`src/rcims_params.svh`:
```
/*
 * Constants of the radio core interrupt mask and status block: register
 * byte addresses, field positions, reset values and writable-bit masks.
 * Assumes it is included by its bare name from files under src/.
 */
`ifndef RCIMS_PARAMS_SVH
`define RCIMS_PARAMS_SVH

////////////////////////////////////////////////////////////////////////////////
// Register byte addresses
`define RCIMS_OFS_CTRL        32'h4000_0000
`define RCIMS_OFS_MASK        32'h4000_000c
`define RCIMS_OFS_MSTAT       32'h4000_0010
`define RCIMS_OFS_RAW         32'h4000_0014
`define RCIMS_OFS_ACK         32'h4000_0018

////////////////////////////////////////////////////////////////////////////////
// Source bit positions, shared by mask, status, raw and acknowledge; then the mask tick gate and the control request bit
`define RCIMS_NUM_SOURCES     10
`define RCIMS_BIT_TICK        0
`define RCIMS_BIT_RX          1
`define RCIMS_BIT_SLEEP       2
`define RCIMS_BIT_EVENT       3
`define RCIMS_BIT_CIPHER      4
`define RCIMS_BIT_ERROR       5
`define RCIMS_BIT_GROSS       6
`define RCIMS_BIT_FINE        7
`define RCIMS_BIT_PREFETCH    8
`define RCIMS_BIT_SOFT        9
`define RCIMS_BIT_TICK_GATE   15
`define RCIMS_BIT_SOFT_REQ    28

////////////////////////////////////////////////////////////////////////////////
// Reset value and writable bits of the mask register
`define RCIMS_MASK_RESET      32'h0000_811f
`define RCIMS_MASK_WR_BITS    32'h0000_83ff
`define RCIMS_WORD_ZERO       32'h0000_0000

`endif

```
`src/rcims_pkg.sv`:
```
/*
 * Types of the radio core interrupt mask and status block.
 * Assumes nothing beyond a SystemVerilog compiler; no file imports it.
 */
package rcims_pkg;

	typedef logic [31:0] rcims_word_t;

	// One-hot register select produced by the address decoder
	typedef enum logic [5:0] {
		RCIMS_SEL_NONE  = 6'h01,
		RCIMS_SEL_CTRL  = 6'h02,
		RCIMS_SEL_MASK  = 6'h04,
		RCIMS_SEL_MSTAT = 6'h08,
		RCIMS_SEL_RAW   = 6'h10,
		RCIMS_SEL_ACK   = 6'h20
	} rcims_sel_e;

endpackage

```
`src/rcims_irq_top.sv`:
```
/*
 * Interrupt mask and status block of the radio link-layer core.
 * Ten sources latch into raw pending flags; the mask register gates
 * them onto masked status, per-source level outputs and one request line.
 * Assumes event inputs are synchronous to i_clk and come from core logic,
 * and a register master that never needs wait states.
 */
// Strobed register access was chosen for this implementation.
`timescale 1ns/1ns
`default_nettype none
`include "rcims_params.svh"

module rcims_irq_top (
	input  wire logic        i_clk,
	input  wire logic        i_sys_rst,
	input  wire logic [31:0] i_addr,
	input  wire logic [31:0] i_wdata,
	input  wire logic        i_wr,
	input  wire logic        i_rd,
	output logic      [31:0] o_rdata,
	input  wire logic        i_radio_event_active,
	input  wire logic        i_base_tick_evt,
	input  wire logic        i_receive_evt,
	input  wire logic        i_sleep_end_evt,
	input  wire logic        i_end_event_evt,
	input  wire logic        i_cipher_engine_evt,
	input  wire logic        i_error_evt,
	input  wire logic        i_gross_target_timer_evt,
	input  wire logic        i_fine_target_timer_evt,
	input  wire logic        i_event_prefetch_abort_evt,
	output logic             o_base_tick_irq,
	output logic             o_receive_irq,
	output logic             o_sleep_end_irq,
	output logic             o_end_event_irq,
	output logic             o_cipher_engine_irq,
	output logic             o_error_irq,
	output logic             o_gross_target_timer_irq,
	output logic             o_fine_target_timer_irq,
	output logic             o_event_prefetch_abort_irq,
	output logic             o_soft_irq,
	output logic             o_irq
);

	localparam int unsigned NSRC = `RCIMS_NUM_SOURCES;
	localparam int unsigned PADW = 32 - NSRC;

	////////////////////////////////////////////////////////////////////////
	// Declarations

	rcims_pkg::rcims_sel_e  sel;
	rcims_pkg::rcims_word_t mask_reg;
	rcims_pkg::rcims_word_t mask_next;
	rcims_pkg::rcims_word_t rdata_reg;
	rcims_pkg::rcims_word_t rdata_next;

	logic            wr_ctrl;
	logic            wr_mask;
	logic            wr_ack;
	logic            tick_gate;
	logic            tick_allowed;
	logic            soft_irq_request;
	logic [NSRC-1:0] set_vec;
	logic [NSRC-1:0] ack_vec;
	logic [NSRC-1:0] enable_vec;
	logic [NSRC-1:0] raw_vec;
	logic [NSRC-1:0] masked_vec;

	////////////////////////////////////////////////////////////////////////
	// Address decode

	// Anything that misses the map selects nothing: writes are dropped
	// and reads return zero
	always_comb begin
		if (i_addr == `RCIMS_OFS_CTRL) begin
			sel = rcims_pkg::RCIMS_SEL_CTRL;
		end else if (i_addr == `RCIMS_OFS_MASK) begin
			sel = rcims_pkg::RCIMS_SEL_MASK;
		end else if (i_addr == `RCIMS_OFS_MSTAT) begin
			sel = rcims_pkg::RCIMS_SEL_MSTAT;
		end else if (i_addr == `RCIMS_OFS_RAW) begin
			sel = rcims_pkg::RCIMS_SEL_RAW;
		end else if (i_addr == `RCIMS_OFS_ACK) begin
			sel = rcims_pkg::RCIMS_SEL_ACK;
		end else begin
			sel = rcims_pkg::RCIMS_SEL_NONE;
		end
	end

	assign wr_ctrl = i_wr & (sel == rcims_pkg::RCIMS_SEL_CTRL);
	assign wr_mask = i_wr & (sel == rcims_pkg::RCIMS_SEL_MASK);
	assign wr_ack  = i_wr & (sel == rcims_pkg::RCIMS_SEL_ACK);

	////////////////////////////////////////////////////////////////////////
	// Mask register

	// Only the gate and the ten source masks store; 14:10 stay zero
	always_comb begin
		mask_next = mask_reg;
		if (wr_mask) begin
			mask_next = i_wdata & `RCIMS_MASK_WR_BITS;
		end
	end

	always_ff @(posedge i_clk) begin
		if (i_sys_rst) begin
			mask_reg <= `RCIMS_MASK_RESET;
		end else begin
			mask_reg <= mask_next;
		end
	end

	assign tick_gate = mask_reg[`RCIMS_BIT_TICK_GATE];

	////////////////////////////////////////////////////////////////////////
	// Event steering

	// With the gate low a tick that falls inside a radio event is never
	// latched, so software does not see a stale tick after the event
	assign tick_allowed = ~i_radio_event_active | tick_gate;

	// The request bit has no storage: it acts on the write and reads 0
	assign soft_irq_request = wr_ctrl & i_wdata[`RCIMS_BIT_SOFT_REQ];

	always_comb begin
		set_vec = '0;
		set_vec[`RCIMS_BIT_TICK]     = i_base_tick_evt & tick_allowed;
		set_vec[`RCIMS_BIT_RX]       = i_receive_evt;
		set_vec[`RCIMS_BIT_SLEEP]    = i_sleep_end_evt;
		set_vec[`RCIMS_BIT_EVENT]    = i_end_event_evt;
		set_vec[`RCIMS_BIT_CIPHER]   = i_cipher_engine_evt;
		set_vec[`RCIMS_BIT_ERROR]    = i_error_evt;
		set_vec[`RCIMS_BIT_GROSS]    = i_gross_target_timer_evt;
		set_vec[`RCIMS_BIT_FINE]     = i_fine_target_timer_evt;
		set_vec[`RCIMS_BIT_PREFETCH] = i_event_prefetch_abort_evt;
		set_vec[`RCIMS_BIT_SOFT]     = soft_irq_request;
	end

	// Acknowledge is write-one-to-clear and holds no state of its own
	assign ack_vec = wr_ack ? i_wdata[NSRC-1:0] : '0;

	assign enable_vec = mask_reg[NSRC-1:0];

	////////////////////////////////////////////////////////////////////////
	// Pending flags, one per source

	genvar g;
	generate
		for (g = 0; g < NSRC; g = g + 1) begin : gen_src
			rcims_pending_bit u_bit (
				.i_clk     (i_clk),
				.i_sys_rst (i_sys_rst),
				.i_set     (set_vec[g]),
				.i_clr     (ack_vec[g]),
				.i_enable  (enable_vec[g]),
				.o_raw     (raw_vec[g]),
				.o_masked  (masked_vec[g])
			);
		end
	endgenerate

	////////////////////////////////////////////////////////////////////////
	// Interrupt outputs

	// Each level follows its masked flag until acknowledged or its mask bit is cleared
	assign o_base_tick_irq            = masked_vec[`RCIMS_BIT_TICK];
	assign o_receive_irq              = masked_vec[`RCIMS_BIT_RX];
	assign o_sleep_end_irq            = masked_vec[`RCIMS_BIT_SLEEP];
	assign o_end_event_irq            = masked_vec[`RCIMS_BIT_EVENT];
	assign o_cipher_engine_irq        = masked_vec[`RCIMS_BIT_CIPHER];
	assign o_error_irq                = masked_vec[`RCIMS_BIT_ERROR];
	assign o_gross_target_timer_irq   = masked_vec[`RCIMS_BIT_GROSS];
	assign o_fine_target_timer_irq    = masked_vec[`RCIMS_BIT_FINE];
	assign o_event_prefetch_abort_irq = masked_vec[`RCIMS_BIT_PREFETCH];
	assign o_soft_irq                 = masked_vec[`RCIMS_BIT_SOFT];

	assign o_irq = |masked_vec;

	////////////////////////////////////////////////////////////////////////
	// Read path

	// Control and acknowledge bits are write-only actions and read zero
	always_comb begin
		rdata_next = `RCIMS_WORD_ZERO;
		unique case (sel)
			rcims_pkg::RCIMS_SEL_NONE: begin
				rdata_next = `RCIMS_WORD_ZERO;
			end
			rcims_pkg::RCIMS_SEL_CTRL: begin
				rdata_next = `RCIMS_WORD_ZERO;
			end
			rcims_pkg::RCIMS_SEL_MASK: begin
				rdata_next = mask_reg;
			end
			rcims_pkg::RCIMS_SEL_MSTAT: begin
				rdata_next = {{PADW{1'b0}}, masked_vec};
			end
			rcims_pkg::RCIMS_SEL_RAW: begin
				rdata_next = {{PADW{1'b0}}, raw_vec};
			end
			rcims_pkg::RCIMS_SEL_ACK: begin
				rdata_next = `RCIMS_WORD_ZERO;
			end
			default: begin
				rdata_next = `RCIMS_WORD_ZERO;
			end
		endcase
	end

	// Data stand only in the cycle after the read strobe, zero otherwise
	always_ff @(posedge i_clk) begin
		if (i_sys_rst) begin
			rdata_reg <= `RCIMS_WORD_ZERO;
		end else if (i_rd) begin
			rdata_reg <= rdata_next;
		end else begin
			rdata_reg <= `RCIMS_WORD_ZERO;
		end
	end

	assign o_rdata = rdata_reg;

endmodule

`default_nettype wire

```
`src/rcims_pending_bit.sv`:
```
/*
 * One interrupt source: sticky raw pending flag with its mask applied.
 * Assumes set and clear are single-clock signals from the same domain.
 */
`timescale 1ns/1ns
`default_nettype none

module rcims_pending_bit (
	input  wire logic i_clk,
	input  wire logic i_sys_rst,
	input  wire logic i_set,
	input  wire logic i_clr,
	input  wire logic i_enable,
	output logic      o_raw,
	output logic      o_masked
);

	logic pend_reg;
	logic pend_next;

	// Set beats clear so an event landing on the acknowledge is kept
	always_comb begin
		pend_next = i_set | (pend_reg & ~i_clr);
	end

	always_ff @(posedge i_clk) begin
		if (i_sys_rst) begin
			pend_reg <= 1'b0;
		end else begin
			pend_reg <= pend_next;
		end
	end

	assign o_raw    = pend_reg;
	assign o_masked = pend_reg & i_enable;

endmodule

`default_nettype wire

```
`config.mk`:
```
export PLATFORM = sky130hd
export DESIGN_NAME = rcims_irq_top
export DESIGN_NICKNAME = d
export VERILOG_FILES = /design/src/rcims_pkg.sv /design/src/rcims_irq_top.sv /design/src/rcims_pending_bit.sv
export VERILOG_INCLUDE_DIRS = /design/src /design/src/src
export SDC_FILE = /design/constraint.sdc
export NUM_CORES = 1
export LEC_CHECK = 0
export BUFFER_PORTS_ARGS = -buffer_cell sky130_fd_sc_hd__buf_2
export CORE_UTILIZATION = 41
export DETAILED_ROUTE_END_ITERATION = 8
export PLACE_DENSITY = 0.79
export SLEW_MARGIN = 20
export SYNTH_ARGS = -nofsm -noshare
export SYNTH_HDL_FRONTEND = slang
export SYNTH_SLANG_ARGS = --single-unit
export TNS_END_PERCENT = 5
```
`constraint.sdc`:
```
create_clock -name i_clk -period 2.2 [get_ports i_clk]
set_clock_uncertainty 0.1 [all_clocks]
set_input_delay 0.11 -clock i_clk [delete_from_list [all_inputs] [get_ports i_clk]]
set_output_delay 0.11 -clock i_clk [all_outputs]
set_load 0.005 [all_outputs]
```
## Word-level counts from Yosys, hierarchy flattened

Cells that the tools add are included.

- Bits in latches: 0
- RAM bits: 0
- Bits in registers: 53
- Bits of input ports: 78
- Word-level logic and storage cells: 79
- Bits in read-only memories: 0
- Output and inout port bits: 43
- Memories kept: 0

- Multiply operators: 0
- Mux-type cells: 7
- $lt $le $gt $ge: 0
- Add/sub/neg operators: 0
- Bitwise logic cells: 48
- Reduce and logical (&&, ||, !) cells: 2
- Divide/modulo/power cells: 0
- Shift operators: 0
- Equal/unequal tests: 10

Operators with widths:

| kind | number |
|---|---|
| 32-bit by 31-bit == test with 1-bit output (second input constant) | 5 |
| 16-bit case mux with 3 select lines | 1 |
| 6-bit 2-to-1 mux | 5 |
| 1-bit AND | 25 |
| 1-bit NOT | 12 |
| 1-bit bitwise OR | 11 |
| 10-bit 2-to-1 mux | 1 |
| 10-bit OR reduction | 1 |
| 6-bit by 2-bit == test with 1-bit output (second input constant) | 1 |
| 6-bit by 3-bit == test with 1-bit output (second input constant) | 1 |
| 6-bit by 4-bit == test with 1-bit output (second input constant) | 1 |
| 6-bit by 5-bit == test with 1-bit output (second input constant) | 1 |
| 6-bit == test (second input constant) | 1 |
| 2-bit OR reduction | 1 |

## Logic depth before layout (Yosys ltp)

Gate-level depths: netlist of run 1.

- Word-level depth: 12
- Mapped depth: 5
- Gate-level depth less buffers: 4

## Hierarchy

Synthesis of run 1 repeated with hierarchy kept, for this count alone.

- Cells, all modules: 205
- Area, all modules: 1911.8 sq um

Modules (own cells, without submodules):

| module | cells each | times used | area an instance (sq um) | seq. area each (sq um) |
|---|---|---|---|---|
| rcims_irq_top | 155 | 1 | 1461.4 | 440.4 |
| rcims_pending_bit | 5 | 10 | 45.0 | 20.0 |

## Worst setup path before layout of run 1

No wires, ideal clock.

- Path kind: flip-flop to output port
- Start point: reg gen_src[5].u_bit.pend_reg
- End point: out o_irq
- Stages on the path, launching flop included: 5
- Data required time: 1990 ps
- Path slack: 397 ps
- Data arrival time: 1593 ps
- Cell sequence: dfxtp_1 and2_4 or2_1 or4_1 or4_1

- Longest elaborated chain between the ends: 2

Ends and longest elaborated chain:

| item | RTL line | RTL |
|---|---|---|
| from (decl) | rcims_pending_bit.sv:18 | `logic pend_reg;` |
| from (signal assigned) | rcims_pending_bit.sv:30 | `pend_reg <= pend_next;` |
| 1-bit AND | rcims_pending_bit.sv:35 | `assign o_masked = pend_reg & i_enable;` |
| named net o_error_irq | rcims_irq_top.sv:36 | `output logic o_error_irq,` |
| 10-bit OR reduction | rcims_irq_top.sv:176 | `assign o_irq = \|masked_vec;` |
| to (decl) | rcims_irq_top.sv:41 | `output logic o_irq` |

The timed path passes the listed nets, and every way through them passes these cells.

## Final worst setup path of run 1

- Start point: reg gen_src[3].u_bit.pend_reg
- End point: out o_irq

- Longest elaborated chain between the ends: 2

Ends and longest elaborated chain:

| item | RTL line |
|---|---|
| from (decl) | rcims_pending_bit.sv:18 |
| from (signal assigned) | rcims_pending_bit.sv:30 |
| 1-bit AND | rcims_pending_bit.sv:35 |
| 10-bit OR reduction | rcims_irq_top.sv:176 |

Every way passes these cells.

==> impl_results.md, run 1 <==
* Final hold viol count at 0
* Clock Path Buffers at 2
* Slew @ Worst Pin at 0.683 ns
* # port buffers at 79
* Static leakage at 1.09 nW
* Initial antenna violation count at 0
* GRT Total Usage at 0.223
* Post-synth ARST share at 0
* Max_cap viols at 0
* Pwr Total at 0.00124 W
* Area leader, netlist: dfxtp_1
* Synth Area in Adders at 0
* CP arrival at 2.01 ns
* GRT overflow at 0
* Layout area overhead at 34.7%
* CTS clk-pin slew, worst paths at 0.07 ns
* Core ar. at 4060 um2
* WL final at 4830 um
* First-pass detailed-route iteration total at 4
* Setup TNS at -0.0200 ns
* Die width at 67.6 um
* Top post-synthesis cells by area: dfxtp_1 (36%), buf_4 (8.9%), and2_1 (6.4%)
* Iteration-0 DRC Markers at 82
* Post-synthesis simple-gate area fraction at 0.309
* Max FO, Critical Path at 2
* VDD IR max at 0.000347 V
* Die area at 4570 um2
* Vias in the first global route at 1722
* Cells after Synth at 220
* Initial Utilization at 0.435
* Nets at 392
* Clock latency at the later pin of the worst-skew pair at 0.27 ns
* Gate power share at 0.146
* CP peak stage delay at 0.51 ns
* CTS Buf Count at 5
* Part of the power in registers at 0.483
* Net Sw Power at 0.000308 W
* Outcome: finished, violations left
* Yosys reg bits at 32
* Main combinational cell family by area after synthesis: simple AND/OR/NAND/NOR gates
* Post-synthesis compound-gate area fraction at 0.199
* Post-route setup slack at -0.0200 ns
* Vias after detailed routing at 1917
* Final slew viol count at 0
* CTS tree: done
* Failing checks: negative setup slack
* Routed Antenna Nets at 0
* Commonest non-fill, non-tap cell in the layout: buf_2
* First-pass GRT wire length at 7770 um
* Wire per inst at 13.2 um
* RePlAce Congestion at 0.728
* Syn_area_per_cell at 8.02 um2
* Pin count of the biggest net entering global routing at 23
* Rel. slew slack at 0.544
* Ys flop type: dfxtp_1
* CP cell instances: and2_1 -> or2_1 -> or4_4 -> or4_1 -> buf_2
* Setup crit end kind: output port
* Min Tclk post-route at 2.22 ns
* H-tree depth at 2
* Final period utilization at 1.01
* Row Count at 23
* Pwr Density at 523 nW/um2
* Hold Crit Class: input pin to register
* Synth Area in XOR/XNOR at 0
* Startpoint types: register
* Register area share after synthesis at 0.363
* YS warnings at 0
* Drt via density at 5.25
* Fmax at 450 MHz
* Critical-path top delay cell: or4_4
* Number of flops mapped to enable cells by yosys at 0
* DIE HEIGHT at 67.6 um
* Pint at 0.000935 W
* Sw Share at 0.248
* Root buf cell: clkbuf_8
* Remaining DRCs at 0
* CP Class: register to output port
* Post-detailed-placement half-perimeter wirelength at 3420 um
* Clock power share at 0.370
* Share of layout cells above drive strength 1 at 0.333
* RSZ-0062 raised after global routing: true
* Synthesized area at 1760 um2
* Clock sink count at 32
* Final setup viols at 1
* Required time of the critical path at 1.99 ns
* Yosys cell types at 34
* # IOs at 121
* # diodes at 0
* Most frequent cells in the layout: buf_2 (79), dfxtp_1 (28), conb_1 (21)
* Area fraction of the dominant cell type after synthesis at 0.363
* Hold Slack at 0.00423 ns
* Final core occ at 0.586
* Mux contribution to synthesized area at 0
==> through the flow <==
step,area (um2),setup WS [ns],instances
global route,2380,-0.0965,365
floorplan,1840,0.397,240
CTS,2380,-0.0252,365
detailed placement,2150,0.177,344
global placement,2150,0.178,344
finish,2380,-0.0200,365
==> final timing paths <==
check / cells past startpoint / start / slack (ns) / end
setup / recovery: 5 / gen_src[3].u_bit.o_raw$_SDFF_PP0_ / -0.02 / o_irq
hold / removal: 3 / i_end_event_evt / 0.004 / gen_src[3].u_bit.o_raw$_SDFF_PP0_
setup reg to reg: 3 / gen_src[7].u_bit.o_raw$_SDFF_PP0_ / 0.79 / gen_src[7].u_bit.o_raw$_SDFF_PP0_
hold reg to reg: 2 / mask_reg[15]$_SDFFE_PP1P_ / 0.35 / o_rdata[15]$_SDFF_PP0_
==> worst max-delay path, delay by kind of cell (launching register included) <==
kind | cells | cell delay [ns]
simple gates | 4 | 1.28
flops | 1 | 0.32
buf+inv | 1 | 0.14
==> power by group through the flow <==
stage	combinational [W]	clock [W]	sequential, W
3_3_place_gp	0.000154	0	0.000613
4_1_cts	0.000180	0.000466	0.000601
5_1_grt	0.000203	0.000496	0.000603
6_report	0.000182	0.000460	0.000601
3_5_place_dp	0.000156	0	0.000614
2_1_floorplan	0.0000971	0	0.000611
==> per-layer routing <==
layer  share of wire  track usage
met2            0.49        0.390
met4          0.0070       0.0585
met3           0.078       0.0355
met5               0            0
met1            0.42        0.280
==> cell type report <==
type / instances / area (um2)
clock buffer: 6 / 82.6
inverter: 8 / 30.0
timing repair buffer: 98 / 566
tap: 50 / 62.6
multi-input combinational: 169 / 980
clock inverter: 2 / 10.0
sequential: 32 / 646
fill: 370 / 1680
==> synthesized netlist by cell type, drive strengths merged, types with 3 or more instances <==
cell type  count
a21oi         16
nand4          9
a31oi          7
nor2          12
o31ai          4
and2          20
a311oi         8
buf           22
nor4          19
dfxtp         32
clkbuf         9
o21bai         7
nand2         14
or2            4
inv            8
nor4b          3
o21ai         10
==> what timing repair did <==
| item | in CTS | in global routing |
|---|---|---|
| gates resized for setup | 6 | 0 |
| pin swaps | 3 | 0 |
| setup buffers | 2 | 0 |
| hold buffers | 11 | 0 |
| setup endpoints to repair | 1 | 1 |
| hold endpoints to repair | 8 | 0 |
==> logic make-up after synthesis <==
kind of cell	count (synthesis)
simple gates	93
compound gates	55
buf+inv	39
flops	32
other cells	1
(Power assumes the default switching activity.)
==> run 2: changes to the inputs <==
--- a/constraint.sdc
+++ b/constraint.sdc
@@ -3,3 +3,3 @@
 set_input_delay 0.11 -clock i_clk [delete_from_list [all_inputs] [get_ports i_clk]]
 set_output_delay 0.11 -clock i_clk [all_outputs]
-set_load 0.005 [all_outputs]
+set_load 0.01 [all_outputs]
==> impl_results.md, run 2 (synthesis results as in run 1) <==
* Layout area overhead at 38.4%
* Gate power share at 0.148 (+0.002)
* Wire per inst at 13.4 um (+1.5%)
* GRT Total Usage at 0.237 (+0.0141)
* Hold Crit Start: i_wdata[15]
* Die width at 67.6 um (unchanged)
* Startpoint types: register
* First-pass detailed-route iteration total at 4 (unchanged)
* H-tree depth at 2 (unchanged)
* Pwr Density at 557 nW/um2 (+6.5%)
* CTS clk-pin slew, worst paths at 0.07 ns (about the same)
* Remaining DRCs at 0 (unchanged)
* CTS Buf Count at 5 (unchanged)
* # diodes at 0 (unchanged)
* CP arrival at 2.06 ns (+0.05 ns)
* Hold Slack at 0.00463 ns (+0.000396 ns)
* RePlAce Congestion at 0.733 (+0.66%)
* Most frequent CP cell: or4_4
* Final std cells w/o fill at 369 (+1.1%)
* CP Class: register to output port
* Placement Cell Area at 2150 um2 (unchanged)
* Routed Antenna Nets at 0 (unchanged)
* Min Tclk post-route at 2.27 ns (+0.0519 ns)
* Largest delay share family, worst path: simple AND/OR/NAND/NOR gates
* Vias after detailed routing at 1944 (+1.4%)
* Slew @ Worst Pin at 0.651 ns (-0.0323 ns)
* R2r startpoint: gen_src[6].u_bit.o_raw$_SDFF_PP0_
* R2r endpoint: gen_src[6].u_bit.o_raw$_SDFF_PP0_
* Clock Path Buffers at 2 (unchanged)
* Initial antenna violation count at 0 (unchanged)
* # port buffers at 79 (unchanged)
* Part of the power in registers at 0.442 (-0.041)
* R2R setup slack at 0.78 ns (about the same)
* Design area at 2440 um2 (+2.7%)
* Nets at 396 (+1.0%)
* GRT overflow at 0 (unchanged)
* Share of layout cells above drive strength 1 at 0.313 (-0.0199)
* Commonest non-fill, non-tap cell in the layout: buf_2
* Initial Utilization at 0.435 (unchanged)
* WL final at 4960 um (+2.6%)
* CTS tree: done
* Most frequent cells in the layout: buf_2 (78), dfxtp_1 (30), conb_1 (21)
* Max_cap viols at 0 (unchanged)
* CP peak stage delay at 0.51 ns (about the same)
* Clock sink count at 32 (unchanged)
* DIE HEIGHT at 67.6 um (unchanged)
* VDD IR max at 0.000262 V (-25%)
* Pwr Total at 0.00136 W (+9.5%)
* Final hold viol count at 0 (unchanged)
* Failing checks: negative setup slack
* Core ar. at 4060 um2 (unchanged)
* R2R cell count at 3 (unchanged)
* Outcome: finished, violations left
* Vias in the first global route at 1784 (+3.6%)
* RSZ-0062 raised after global routing: true
* Cells after DPL at 344 (unchanged)
* Iteration-0 DRC Markers at 112 (+37%)
* Pint at 0.00103 W (+10%)
* # IOs at 121 (unchanged)
* Rel. slew slack at 0.565 (+0.0215)
* Die area at 4570 um2 (unchanged)
* Clock latency at the later pin of the worst-skew pair at 0.29 ns (+0.02 ns)
* Required time of the critical path at 1.99 ns (about the same)
* CP Buf/Inv Count at 1 (unchanged)
* Setup crit end kind: output port
* Post-CTS Repair Setup Buffers at 0 (-2)
* Clock power share at 0.410 (+0.040)
* CP cell instances: and2_4 -> or2_1 -> or4_4 -> or4_4 -> buf_6
* Hold Crit Class: input pin to register
* Post-route setup slack at -0.0719 ns (-0.0519 ns)
* Fmax at 440 MHz (-2.3%)
* Static leakage at 1.12 nW (+2.6%)
* Max FO, Critical Path at 4 (+2)
* Hold endpoint: mask_reg[15]$_SDFFE_PP1P_
* Final slew viol count at 0 (unchanged)
* Net Sw Power at 0.000333 W (+7.9%)
* Pin count of the biggest net entering global routing at 23 (unchanged)
* Final period utilization at 1.03 (+0.0236)
* Post-detailed-placement half-perimeter wirelength at 3420 um (about the same)
* Critical-path top delay cell: or4_4
* Row Count at 23 (unchanged)
* Drt via density at 5.27 (+0.31%)
* First-pass GRT wire length at 8070 um (+3.9%)
* Hold Path Depth at 3 (unchanged)
* Final setup viols at 1 (unchanged)
* Sw Share at 0.244 (-0.00351)
* Root buf cell: clkbuf_8
==> run 2: changes by cell type in the layout (fill, tap and decap cells not counted), moves of 2 or more <==
cell / change
buf_4: -2
dfxtp_1: +2
dfxtp_2: -2
dlygate4sd3_1: +6
==> run 2: worst reg2reg max path, stage by stage (launching register included) <==
cell and delay, ns:
dfxtp_1 0.38, nor2_1 0.06, a311oi_1 0.23, dlygate4sd3_1 0.59
==> run 2: cell type report <==
class	count	area [um2]
Clock buffer	6	72.6
Multi-Input combinational cell	169	981
Fill cell	373	1620
Inverter	8	30.0
Tap cell	50	62.6
Sequential cell	32	643
Timing Repair Buffer	102	617
Clock inverter	2	35.0
==> run 2: how the worst max path moves through the flow <==
stage / depth (start not counted) / endpoint / startpoint / slack (ns)
floorplan: 4 / o_irq / gen_src[4].u_bit.o_raw$_SDFF_PP0_ / 0.33
global placement: 5 / o_irq / gen_src[5].u_bit.o_raw$_SDFF_PP0_ / 0.16
detailed placement: 5 / o_irq / gen_src[5].u_bit.o_raw$_SDFF_PP0_ / 0.15
CTS: 5 / o_irq / gen_src[5].u_bit.o_raw$_SDFF_PP0_ / -0.07
global route: 5 / o_irq / gen_src[5].u_bit.o_raw$_SDFF_PP0_ / -0.11
finish: 5 / o_irq / gen_src[5].u_bit.o_raw$_SDFF_PP0_ / -0.07
==> run 2: timing repair <==
item,CTS,global route
resized for setup,3,2
setup endpoints to repair,1,1
hold buffers,17,0
hold endpoints to repair,11,0
cloned,0,0
pin swaps,1,0
==> run 2: layer usage <==
layer | GRT usage | wire length (um)
met5 | 0 | 0
met4 | 0.0878 | 83
met3 | 0.0574 | 405
met2 | 0.400 | 2400
met1 | 0.288 | 2060
==> run 2: power by group through the flow <==
stage               sequential [W]  combinational [W]  clock, W
floorplan                 0.000611           0.000109         0
global placement          0.000613           0.000165         0
detailed placement        0.000614           0.000168         0
CTS                       0.000601           0.000196  0.000563
global route              0.000603           0.000224  0.000584
finish                    0.000602           0.000201  0.000558
==> run 2: metrics by stage <==
stage / utilization / setup TNS, ns / setup WS [ns]
after global placement: 0.529 / 0 / 0.164
after floorplan: - / 0 / 0.331
after CTS: 0.599 / -0.0654 / -0.0654
final: 0.602 / -0.0719 / -0.0719
after detailed placement: 0.529 / 0 / 0.147
after global routing: 0.602 / -0.112 / -0.112
